$ cat src/common/pbm_pkg.sv
// Package: register indexes, control fields, reset values and counts
package pbm_pkg;
  // Derivative register indexes
  localparam logic [2:0] PBM_ADDR_ON_TIME      = 3'h0;
  localparam logic [2:0] PBM_ADDR_OFF_TIME     = 3'h1;
  localparam logic [2:0] PBM_ADDR_COUNT_LOW    = 3'h2;
  localparam logic [2:0] PBM_ADDR_CONTROL      = 3'h3;
  localparam logic [2:0] PBM_ADDR_COUNT_HIGH   = 3'h4;
  // Control fields
  localparam int PBM_CTL_WDT_RELOAD  = 4;
  localparam int PBM_CTL_IRQ_CLEAR   = 3;
  localparam int PBM_CTL_CONTINUOUS  = 2;
  localparam int PBM_CTL_LONG_PULSE  = 1;
  localparam int PBM_CTL_CARRIER     = 0;
  localparam logic [7:0] PBM_CTL_RW_MASK = 8'h07;
  // Operations
  typedef enum logic [1:0] {
    PBM_OP_WRITE = 2'h0,
    PBM_OP_READ  = 2'h1,
    PBM_OP_AND   = 2'h2,
    PBM_OP_OR    = 2'h3
  } pbm_op_t;
  // Reset values and counts
  localparam logic [7:0]  PBM_RST_BYTE        = 8'h00;
  localparam logic [9:0]  PBM_RST_COUNT       = 10'h000;
  localparam logic        PBM_OUT_IDLE        = 1'b1;
  localparam int          PBM_DURATION_EXTRA  = 2;
  localparam logic [4:0]  PBM_WDT_PRESCALE    = 5'h1D;
  localparam int          PBM_WDT_STAGES      = 17;
  localparam logic [7:0]  PBM_IRQ_VECTOR      = 8'h05;
endpackage

$ cat src/common/pbm_if.sv
// Interface: core-side derivative register port of the modulator
`timescale 1ns/1ps
interface pbm_if;
  logic          req;
  pbm_pkg::pbm_op_t op;
  logic [2:0]    addr;
  logic [7:0]    wdata;
  logic [7:0]    rdata;
  logic          irq;
  modport device (input req, input op, input addr, input wdata, output rdata, output irq);
  modport core   (output req, output op, output addr, output wdata, input rdata, input irq);
endinterface

$ cat src/rtl/pbm_modulator.sv
// Device end: pulse burst modulator with watchdog
//
// Notes on behaviour
// - write, read, AND, OR on registers
// - ten-bit count, low at 02H, high 04H
// - software never loads a zero count
// - control register at 03H
// - count write starts burst
// - start drives output, loads ON time
// - ON expiry releases output, decrements count
// - nonzero count runs OFF then repeats
// - zero count raises burst-done request
// - ON/OFF registers kept between bursts
// - count write or clear bit drops request
// - request serviced at vector 05H
// - seventeen-stage watchdog at osc/30
// - reload bit clears watchdog
// - watchdog starts zero, steps every 30
// - watchdog overflow resets whole device
// - software reloads within 30*2^17 cycles
// - idle counts on, stop holds
// - ON lasts value plus two cycles
// - OFF lasts value plus two cycles
// - control bits reload, clear, train, long, carrier
// - output high after reset
`timescale 1ns/1ps
module pbm_modulator (
  // Clock and reset
  input  wire logic        i_clock,
  input  wire logic        i_reset_n,
  // Power mode
  input  wire logic        i_stop_mode,
  // Derivative port
  pbm_if.device            bus,
  // Pin and reset out
  output logic             o_pulse_n,
  output logic             o_watchdog_reset
);
  import pbm_pkg::*;

  typedef enum logic [2:0] {
    PBM_IDLE = 3'b001,
    PBM_ON   = 3'b010,
    PBM_OFF  = 3'b100
  } pbm_state_t;

  logic [7:0]  on_time_r;
  logic [7:0]  off_time_r;
  logic [1:0]  count_high_r;
  logic [2:0]  control_r;
  logic [9:0]  count_r;
  logic [8:0]  timer_r;
  logic [1:0]  carrier_r;
  logic        irq_r;
  pbm_state_t  state_r;
  logic [4:0]  wdt_pre_r;
  logic [PBM_WDT_STAGES-1:0] wdt_r;
  logic        wdt_rst_r;
  logic        rst_n;
  logic [7:0]  cur_val;
  logic [7:0]  new_val;
  logic        wr;
  logic        start;
  logic        irq_clear;
  logic        wdt_reload;
  logic        expire;

  // Watchdog reset folds into device reset
  assign rst_n = i_reset_n & ~wdt_rst_r;

  always_comb begin
    case (bus.addr)
      PBM_ADDR_ON_TIME:    cur_val = on_time_r;
      PBM_ADDR_OFF_TIME:   cur_val = off_time_r;
      PBM_ADDR_COUNT_LOW:  cur_val = count_r[7:0];
      PBM_ADDR_CONTROL:    cur_val = {5'h00, control_r};
      PBM_ADDR_COUNT_HIGH: cur_val = {6'h00, count_r[9:8]};
      default:             cur_val = 8'h00;
    endcase
  end

  always_comb begin
    case (bus.op)
      PBM_OP_AND: new_val = cur_val & bus.wdata;
      PBM_OP_OR:  new_val = cur_val | bus.wdata;
      default:    new_val = bus.wdata;
    endcase
  end

  assign bus.rdata  = cur_val;
  assign wr         = bus.req && (bus.op != PBM_OP_READ);
  assign start      = wr && (bus.addr == PBM_ADDR_COUNT_LOW);
  assign irq_clear  = start ||
                      (wr && (bus.addr == PBM_ADDR_CONTROL) && new_val[PBM_CTL_IRQ_CLEAR]);
  assign wdt_reload = wr && (bus.addr == PBM_ADDR_CONTROL) && new_val[PBM_CTL_WDT_RELOAD];
  assign expire     = (timer_r == 9'h000);

  // ----------------------------------------
  // Register file
  // ----------------------------------------
  // register storage
  always_ff @(posedge i_clock or negedge rst_n) begin
    if (!rst_n) begin
      on_time_r    <= PBM_RST_BYTE;
      off_time_r   <= PBM_RST_BYTE;
      count_high_r <= 2'h0;
      control_r    <= 3'h0;
    end else if (wr) begin
      case (bus.addr)
        PBM_ADDR_ON_TIME:    on_time_r    <= new_val;
        PBM_ADDR_OFF_TIME:   off_time_r   <= new_val;
        PBM_ADDR_CONTROL:    control_r    <= new_val[2:0] & PBM_CTL_RW_MASK[2:0];
        PBM_ADDR_COUNT_HIGH: count_high_r <= new_val[1:0];
        default:             ;
      endcase
    end
  end

  // ----------------------------------------
  // Burst engine
  // ----------------------------------------
  always_ff @(posedge i_clock or negedge rst_n) begin
    if (!rst_n) begin
      state_r <= PBM_IDLE;
      count_r <= PBM_RST_COUNT;
      timer_r <= 9'h000;
    end else if (start) begin
      // load ON time, value plus two
      state_r <= PBM_ON;
      count_r <= {count_high_r, new_val};
      timer_r <= 9'({1'b0, on_time_r} + PBM_DURATION_EXTRA - 1);
    end else begin
      if (wr && bus.addr == PBM_ADDR_COUNT_HIGH && state_r == PBM_IDLE) begin
        count_r[9:8] <= new_val[1:0];
      end
      case (state_r)
        PBM_ON: begin
          if (!expire) begin
            timer_r <= timer_r - 9'h001;
          end else if (control_r[PBM_CTL_LONG_PULSE] && count_r != 10'h001) begin
            // Long pulse: chain ON periods
            count_r <= count_r - 10'h001;
            timer_r <= 9'({1'b0, on_time_r} + PBM_DURATION_EXTRA - 1);
          end else begin
            if (!control_r[PBM_CTL_CONTINUOUS]) begin
              count_r <= count_r - 10'h001;
            end
            if (control_r[PBM_CTL_CONTINUOUS] || count_r != 10'h001) begin
              state_r <= PBM_OFF;
              timer_r <= 9'({1'b0, off_time_r} + PBM_DURATION_EXTRA - 1);
            end else begin
              state_r <= PBM_IDLE;
            end
          end
        end
        PBM_OFF: begin
          if (!expire) begin
            timer_r <= timer_r - 9'h001;
          end else begin
            state_r <= PBM_ON;
            timer_r <= 9'({1'b0, on_time_r} + PBM_DURATION_EXTRA - 1);
          end
        end
        PBM_IDLE: state_r <= PBM_IDLE;
        default:  state_r <= PBM_IDLE;
      endcase
    end
  end

  always_ff @(posedge i_clock or negedge rst_n) begin
    if (!rst_n) begin
      irq_r <= 1'b0;
    end else if (state_r == PBM_ON && expire && !start &&
                 !control_r[PBM_CTL_CONTINUOUS] && count_r == 10'h001) begin
      irq_r <= 1'b1;
    end else if (irq_clear) begin
      irq_r <= 1'b0;
    end
  end
  assign bus.irq = irq_r;

  always_ff @(posedge i_clock or negedge rst_n) begin
    if (!rst_n) begin
      carrier_r <= 2'h0;
    end else if (state_r != PBM_ON) begin
      carrier_r <= 2'h0;
    end else begin
      carrier_r <= carrier_r + 2'h1;
    end
  end

  always_comb begin
    o_pulse_n = PBM_OUT_IDLE;
    if (state_r == PBM_ON) begin
      o_pulse_n = control_r[PBM_CTL_CARRIER] ? carrier_r[1] : 1'b0;
    end
  end

  // ----------------------------------------
  // Watchdog
  // ----------------------------------------
  // prescale and count
  always_ff @(posedge i_clock or negedge rst_n) begin
    if (!rst_n) begin
      wdt_pre_r <= 5'h00;
      wdt_r     <= '0;
    end else if (wdt_reload) begin
      wdt_pre_r <= 5'h00;
      wdt_r     <= '0;
    end else if (!i_stop_mode) begin
      if (wdt_pre_r == PBM_WDT_PRESCALE) begin
        wdt_pre_r <= 5'h00;
        wdt_r     <= wdt_r + 1'b1;
      end else begin
        wdt_pre_r <= wdt_pre_r + 5'h01;
      end
    end
  end

  always_ff @(posedge i_clock or negedge i_reset_n) begin
    if (!i_reset_n) begin
      wdt_rst_r <= 1'b0;
    end else begin
      wdt_rst_r <= !wdt_rst_r && !i_stop_mode && !wdt_reload && (&wdt_r) &&
                   (wdt_pre_r == PBM_WDT_PRESCALE);
    end
  end
  assign o_watchdog_reset = wdt_rst_r;
endmodule

$ cat src/flat_wrapper.sv
// flat-port wrapper written by rule: the top's interface ports become plain ports
module pbm_modulator_flat import pbm_pkg::*;
  (i_clock, i_reset_n, i_stop_mode, o_pulse_n, o_watchdog_reset, bus_req, bus_op, bus_addr, bus_wdata, bus_rdata, bus_irq);
  pbm_if bus_i ();
  input  wire logic i_clock;
  input  wire logic i_reset_n;
  input  wire logic i_stop_mode;
  output logic o_pulse_n;
  output logic o_watchdog_reset;
  input wire logic [$bits(bus_i.req)-1:0] bus_req;
  input wire logic [$bits(bus_i.op)-1:0] bus_op;
  input wire logic [$bits(bus_i.addr)-1:0] bus_addr;
  input wire logic [$bits(bus_i.wdata)-1:0] bus_wdata;
  output wire logic [$bits(bus_i.rdata)-1:0] bus_rdata;
  output wire logic [$bits(bus_i.irq)-1:0] bus_irq;
  assign bus_i.req = bus_req;
  assign bus_i.op = bus_op;
  assign bus_i.addr = bus_addr;
  assign bus_i.wdata = bus_wdata;
  assign bus_rdata = bus_i.rdata;
  assign bus_irq = bus_i.irq;
  pbm_modulator u_core (.i_clock(i_clock), .i_reset_n(i_reset_n), .i_stop_mode(i_stop_mode), .bus(bus_i), .o_pulse_n(o_pulse_n), .o_watchdog_reset(o_watchdog_reset));
endmodule
$ cat config.mk
export PLATFORM = sky130hd
export DESIGN_NAME = pbm_modulator_flat
export DESIGN_NICKNAME = d
export VERILOG_FILES = /design/src/common/pbm_pkg.sv /design/src/common/pbm_if.sv /design/src/rtl/pbm_modulator.sv /design/src/flat_wrapper.sv
export SDC_FILE = /design/constraint.sdc
export NUM_CORES = 1
export LEC_CHECK = 0
export ABC_AREA = 1
export BUFFER_PORTS_ARGS = -buffer_cell sky130_fd_sc_hd__buf_2
export CAP_MARGIN = 10
export CORE_ASPECT_RATIO = 0.8
export CORE_UTILIZATION = 30
export CTS_CLUSTER_SIZE = 28
export DETAILED_ROUTE_END_ITERATION = 12
export PLACE_DENSITY = 0.59
export SETUP_SLACK_MARGIN = 0.02
export SLEW_MARGIN = 20
export SYNTH_ARGS = -nofsm -noshare
export SYNTH_HDL_FRONTEND = slang
export SYNTH_SLANG_ARGS = --single-unit
$ cat constraint.sdc
create_clock -name i_clock -period 4.7 [get_ports i_clock]
set_input_delay 0.705 -clock i_clock [delete_from_list [all_inputs] [get_ports i_clock]]
set_output_delay 0.705 -clock i_clock [all_outputs]
set_load 0.005 [all_outputs]
### Word-level counts from Yosys, hierarchy flattened

Index checks and enable logic that the tools add are counted.

| storage, ports and cells | value |
|---|---|
| bits in registers | 69 |
| bits of input ports | 17 |
| output and inout port bits | 11 |
| word-level logic and storage cells | 116 |

| cells by class | value |
|---|---|
| bitwise operators | 4 |
| equal/unequal tests | 20 |
| muxes and demuxes | 31 |
| add/subtract/negate cells | 9 |
| reduce and logical (&&, ||, !) cells | 39 |

Operators by type and width:

| cell | count |
|---|---|
| $mux W17 | 3 |
| $mux W10 | 5 |
| $mux W9 | 5 |
| $pmux W8 S5 | 1 |
| $sub A9 B1 Y9 const B | 3 |
| $add A8 B2 Y9 const B | 2 |
| $pmux W9 S2 | 1 |
| $add A17 B1 Y17 const B | 1 |
| $reduce_and A17 Y1 | 1 |
| $logic_and A1 B1 Y1 | 16 |
| $pmux W8 S2 | 1 |
| $mux W3 | 5 |
| $mux W5 | 3 |
| $reduce_and A2 Y1 | 6 |
| $eq A10 B1 Y1 const B | 1 |
| $ne A10 B1 Y1 const B | 1 |
| $sub A10 B1 Y10 const B | 1 |
| $eq A3 B2 Y1 const B | 3 |
| $logic_not A9 Y1 | 1 |
| $and A8 B8 Y8 | 1 |
| $or A8 B8 Y8 | 1 |
| $reduce_bool A2 Y1 | 4 |
| $eq A3 B1 Y1 const B | 2 |
| $eq A3 B3 Y1 const B | 2 |
| 19 further kinds | 33 |

### Logic depth before layout (Yosys ltp)

| depth | value |
|---|---|
| depth after elaboration | 10 |
| depth in mapped cells | 13 |

### Worst setup path before layout

OpenSTA, ideal clock, no wires.

| path | value |
|---|---|
| kind | input -> output |
| from | in bus_addr[2] |
| to | out bus_rdata[2] |
| slack | 2.765 ns |
| cell stages on the path | 7 |
| arrival time | 1.230 ns |
| data required time | 3.995 ns |
| cell sequence | nor2_4 -> nand2_2 -> inv_2 -> nand2_1 -> o21ai_0 -> nor3_1 -> inv_1 |

| on the way | value |
|---|---|
| word-level cells in the longest chain between the ends | 2 |
| elaborated cells between the ends (all ways) | 6 |
| those cells by class | eq/ne: 4; mux: 1; reduce/logical: 1 |

Ends and longest elaborated chain:

| element | line | text |
|---|---|---|
| start, declared | flat_wrapper.sv:12 | `input wire logic [$bits(bus_i.addr)-1:0] bus_addr;` |
| $eq A3 B3 Y1, or another cell as far along | pbm_modulator.sv:72 | `case (bus.addr)` |
| $pmux W8 S5 * | pbm_modulator.sv:72 |  |
| end, declared | flat_wrapper.sv:14 | `output wire logic [$bits(bus_i.rdata)-1:0] bus_rdata;` |

Every way passes the cells marked *; elsewhere a longest branch is shown, timed or not.

### Worst setup path after layout

| path | value |
|---|---|
| from | reg u_core.wdt_pre_r[0] |
| to | reg u_core.wdt_r[5] |

| on the way | value |
|---|---|
| word-level cells in the longest chain between the ends | 3 |

Ends and longest elaborated chain:

| element | line | text |
|---|---|---|
| start, declared | pbm_modulator.sv:56 | `logic [4:0] wdt_pre_r;` |
| start signal, assigned | pbm_modulator.sv:215 | `wdt_pre_r <= wdt_pre_r + 5'h01;` |
| $eq A5 B5 Y1 | pbm_modulator.sv:211 | `if (wdt_pre_r == PBM_WDT_PRESCALE) begin` |
| $reduce_bool A2 Y1 (no line) | -- |  |
| $reduce_and A2 Y1 (no line) | -- |  |
| end signal, assigned | pbm_modulator.sv:213 | `wdt_r <= wdt_r + 1'b1;` |
| end, declared | pbm_modulator.sv:57 | `logic [PBM_WDT_STAGES-1:0] wdt_r;` |

Every way passes these cells.
A chain may end at the register's enable or synchronous reset.

==> results.txt <==
----------------------------------------------------
[Status]
  Outcome ... finished, final reports clean

[Placement]
  Count of input and output buffers ... 27
  Post-DP HPWL ... 8740 um
  Routability cong. ... 0.894
  Count of placed standard cells including taps ... 889
  Worst slack after detailed placement ... 2.08 ns

[Logic synthesis]
  Mean cell area of the mapped netlist ... 7.07 um2
  Top cell type's share of synthesized area ... 0.360
  Synthesized-area fraction occupied by and/or/nand/nor cells ... 0.370
  Most frequently used flop master after synthesis ... sky130_fd_sc_hd__dfrtp_1
  EDFF count, synth ... 0
  Compound-gate portion of the synthesized area ... 0.0917
  Mapped Nets ... 694
  Share of the yosys chip area belonging to registers ... 0.366
  Number of standard cells after synthesis ... 668
  Area leader, netlist ... sky130_fd_sc_hd__dfrtp_1
  Number of distinct library cells after synthesis ... 34
  Share of flip-flops with an asynchronous set or reset after synthesis ... 1.00
  Cell types occupying the most area after synthesis ... sky130_fd_sc_hd__dfrtp_1 (36%), sky130_fd_sc_hd__nand2_1 (15%), sky130_fd_sc_hd__nand3_1 (7.3%)
  Syn. warnings ... 0
  Main combinational cell family by area after synthesis ... simple AND/OR/NAND/NOR gates
  Proportion of synthesized area in mux cells ... 0
  Synth Register Bits ... 69
  Synthesized-area fraction occupied by adder cells ... 0.0238
  Area of the mapped netlist ... 0.00472 mm2
  XOR/XNOR Fraction of Synth Area ... 0.0649

[Clocking]
  Clk_lat worst skew ... 0.34 ns
  CTS buffer count ... 9
  H-tree levels ... 3
  Total of hold buffers inserted after clock tree synthesis ... 0
  Clock root cell ... sky130_fd_sc_hd__clkbuf_16
  TritonCTS clock tree ... done
  Resized cells post-CTS ... 0
  Deepest clock path buffer count ... 2
  Post-CTS Repair Setup Buffers ... 0
  CTS clock-pin slew for the worst setup and hold paths ... 0.06 ns
  CTS sink cnt ... 69

[Floorplan]
  Chip Height ... 114 um
  Floorplan Core Area ... 0.0152 mm2
  Die Footprint ... 0.0162 mm2
  X dimension of the die ... 142 um
  Starting density of the core ... 0.310
  Row Count ... 40
  Top-level port count ... 28

[Timing]
  Pins over their slew limit ... 0
  Final setup TNS ... 0 ns
  Number of hold-slack violations in the final timing report ... 0
  Setup repair after global routing missed its margin ... no
  Hold Worst Slack ... 0.138 ns
  Slew margin rel. ... 0.357
  Final critical-path share of the clock period ... 0.561
  Final setup fails ... 0
  Smallest setup slack after layout ... 2.06 ns
  Clock Skews ... 0.00593 ns
  Shortest period the worst path allows ... 2.64 ns
  Highest clock frequency the design can meet ... 0.379 GHz
  Worst-margin pin slew ... 0.961 ns

[Layout]
  P&R area growth vs syn ... 13.0%
  Antenna diode count ... 0
  Non-filler instance count after layout ... 905
  Net count reported at finish ... 716
  Total of fill cells in the finished design ... 1648
  Fraction of layout instances using a drive strength above 1 ... 0.109
  Final design utilization ... 0.351

[Routing]
  DRC ... 0
  Total detailed-routing wirelength ... 12100 um
  Total number of vias ... 4328
  Iteration-0 DRC Markers ... 329
  Post-route antenna net violation count ... 0
  Number of detailed-route iterations in the first pass ... 5
  Routed via count divided by cell count ... 4.78
  Wire per inst ... 13.3 um

[Global routing]
  Congestion Overflow GR ... 0
  Wire length of the first global-routing pass ... 20200 um
  Initial antenna violation count ... 0
  Overall fraction of global-route tracks in use ... 0.159
  Pin count of the biggest net entering global routing ... 69
  Number of global-route vias before repair ... 3943

[Power]
  PwrDens ... 394 mW/mm2
  Leak pwr ... 2.63 nW
  Max rail drop VDD ... 0.201 mV

[Hold path]
  Worst hold-check path type ... input port to async pin

[Setup path]
  Critical setup path kind ... register to register
  Critical path startpoint category ... register
  Data arrival time of the critical path ... 2.85 ns
  Required time of the worst setup path ... 4.91 ns
  Critical-path maximum fanout ... 22
  Endpoint kind of the worst setup timing path ... register

[Run]
  Max Cap Viol ... 0

----------------------------------------------------
## registers in the layout, indices dropped and copies added, names as in the netlist
name and cells:
u_core.count_high_r 2, u_core.bus.irq 1, u_core.state_r 3, u_core.off_time_r 8, u_core.wdt_r 17, u_core.carrier_r 2
u_core.control_r 3, u_core.count_r 10, u_core.o_watchdog_reset 1, u_core.timer_r 9, u_core.on_time_r 8, u_core.wdt_pre_r 5
## Yosys cell counts, types with 2 or more instances
library cell                 n
sky130_fd_sc_hd__buf_6       4
sky130_fd_sc_hd__nor2_1     67
sky130_fd_sc_hd__clkbuf_1   12
sky130_fd_sc_hd__nor3_1      9
sky130_fd_sc_hd__o211ai_1   24
sky130_fd_sc_hd__ha_1        9
sky130_fd_sc_hd__nand3_1    69
sky130_fd_sc_hd__dfrtp_1    68
sky130_fd_sc_hd__nor2_4      2
sky130_fd_sc_hd__nand3b_1    2
sky130_fd_sc_hd__xnor2_1     9
sky130_fd_sc_hd__nand2_4     3
sky130_fd_sc_hd__nor2_2      2
sky130_fd_sc_hd__or2_2       5
sky130_fd_sc_hd__o21bai_1    2
sky130_fd_sc_hd__nand2_1   185
sky130_fd_sc_hd__o21ai_0    32
sky130_fd_sc_hd__a21oi_1     9
sky130_fd_sc_hd__inv_2       6
sky130_fd_sc_hd__nand2_2     8
sky130_fd_sc_hd__nand4_1    30
sky130_fd_sc_hd__xor2_1     26
sky130_fd_sc_hd__inv_1      72
sky130_fd_sc_hd__nor4_1      2
sky130_fd_sc_hd__nand3_2     2
## layout by cell type (no fill, tap or decap), types with 2 or more instances in the layout
cell type                   count
sky130_fd_sc_hd__clkinv_2       3
sky130_fd_sc_hd__xnor2_1        9
sky130_fd_sc_hd__o211ai_1      24
sky130_fd_sc_hd__nand2_1      185
sky130_fd_sc_hd__o21bai_1       2
sky130_fd_sc_hd__nor4_1         2
sky130_fd_sc_hd__nor2_2         2
sky130_fd_sc_hd__inv_1         72
sky130_fd_sc_hd__nor2_4         3
sky130_fd_sc_hd__nand3_1       69
sky130_fd_sc_hd__a21oi_1        9
sky130_fd_sc_hd__nor3_1         9
sky130_fd_sc_hd__clkbuf_16      9
sky130_fd_sc_hd__nand4_1       30
sky130_fd_sc_hd__xor2_1        26
sky130_fd_sc_hd__nand2_2        8
sky130_fd_sc_hd__nand3b_1       2
sky130_fd_sc_hd__nand3_2        2
sky130_fd_sc_hd__or2_2          5
sky130_fd_sc_hd__clkbuf_1       2
sky130_fd_sc_hd__buf_2         27
sky130_fd_sc_hd__ha_1           9
sky130_fd_sc_hd__dfrtp_1       68
sky130_fd_sc_hd__nor2_1        66
sky130_fd_sc_hd__inv_2          6
sky130_fd_sc_hd__o21ai_0       32
sky130_fd_sc_hd__nand2_4        3
## layer usage
metal,track usage,part of all wire
met2,0.222,0.40
met4,0.0538,0.013
met3,0.0301,0.041
met5,0,0
met1,0.242,0.54
## worst paths after layout
| kind | start | to | slack [ns] | cells past startpoint |
|---|---|---|---|---|
| max | u_core.wdt_pre_r[0]$_DFFE_PN0P_ | u_core.wdt_r[5]$_DFFE_PN0P_ | 2.06 | 5 |
| min | i_reset_n | u_core.o_watchdog_reset$_DFF_PN0_ | 0.14 | 1 |
| max reg2reg | u_core.wdt_pre_r[0]$_DFFE_PN0P_ | u_core.wdt_r[5]$_DFFE_PN0P_ | 2.06 | 5 |
| min reg2reg | u_core.carrier_r[0]$_DFF_PN0_ | u_core.carrier_r[0]$_DFF_PN0_ | 0.45 | 1 |
| max in group asynchronous | i_reset_n | u_core.carrier_r[1]$_DFF_PN0_ | 3.38 | 4 |
| min in group i_clock | u_core.carrier_r[0]$_DFF_PN0_ | u_core.carrier_r[0]$_DFF_PN0_ | 0.45 | 1 |
## layout make-up
type / instances / area, um2 / area share
clock buffers: 12 / 246 / 0.0462
clock inverters: 4 / 47.5 / 0.00891
inverters: 80 / 302 / 0.0565
multi-input cells: 502 / 2610 / 0.488
flip-flops and latches: 69 / 1730 / 0.324
well taps: 210 / 263 / 0.0493
repair buffers: 28 / 143 / 0.0267
## power by group
| group | leakage, nW | total (W) | switching (W) | internal (W) |
|---|---|---|---|---|
| Clock | 0.143 | 0.000677 | 0.000253 | 0.000424 |
| Combinational | 1.58 | 0.000598 | 0.000365 | 0.000232 |
| Sequential | 0.905 | 0.000828 | 0.000125 | 0.000703 |
| Total | 2.63 | 0.00210 | 0.000744 | 0.00136 |
## critical path, stage by stage, from the launching register on
cell                       delay, ns
sky130_fd_sc_hd__dfrtp_1        0.42
sky130_fd_sc_hd__ha_1           0.21
sky130_fd_sc_hd__nand4_1        0.69
sky130_fd_sc_hd__clkinv_1       0.80
sky130_fd_sc_hd__nand4_1        0.31
sky130_fd_sc_hd__nand2_1        0.08
## metrics by stage
step / power, W / instance area (um2)
6_report: 0.00210 / 5330
5_1_grt: 0.00226 / 5330
4_1_cts: 0.00213 / 5330
3_5_place_dp: 0.00143 / 5040
3_3_place_gp: 0.00143 / 5040
2_1_floorplan: 0.00128 / 4720
## kinds of logic (layout without fill, tap and decap cells)
family | Yosys count | in the layout
AO/OA/AOI/OAI | 70 | 70
XOR/XNOR | 35 | 35
adder cells (fa/ha/maj) | 9 | 9
buffers and inverters | 97 | 124
flip-flops | 69 | 69
AND/OR/NAND/NOR | 388 | 388
(Power assumes the default switching activity.)
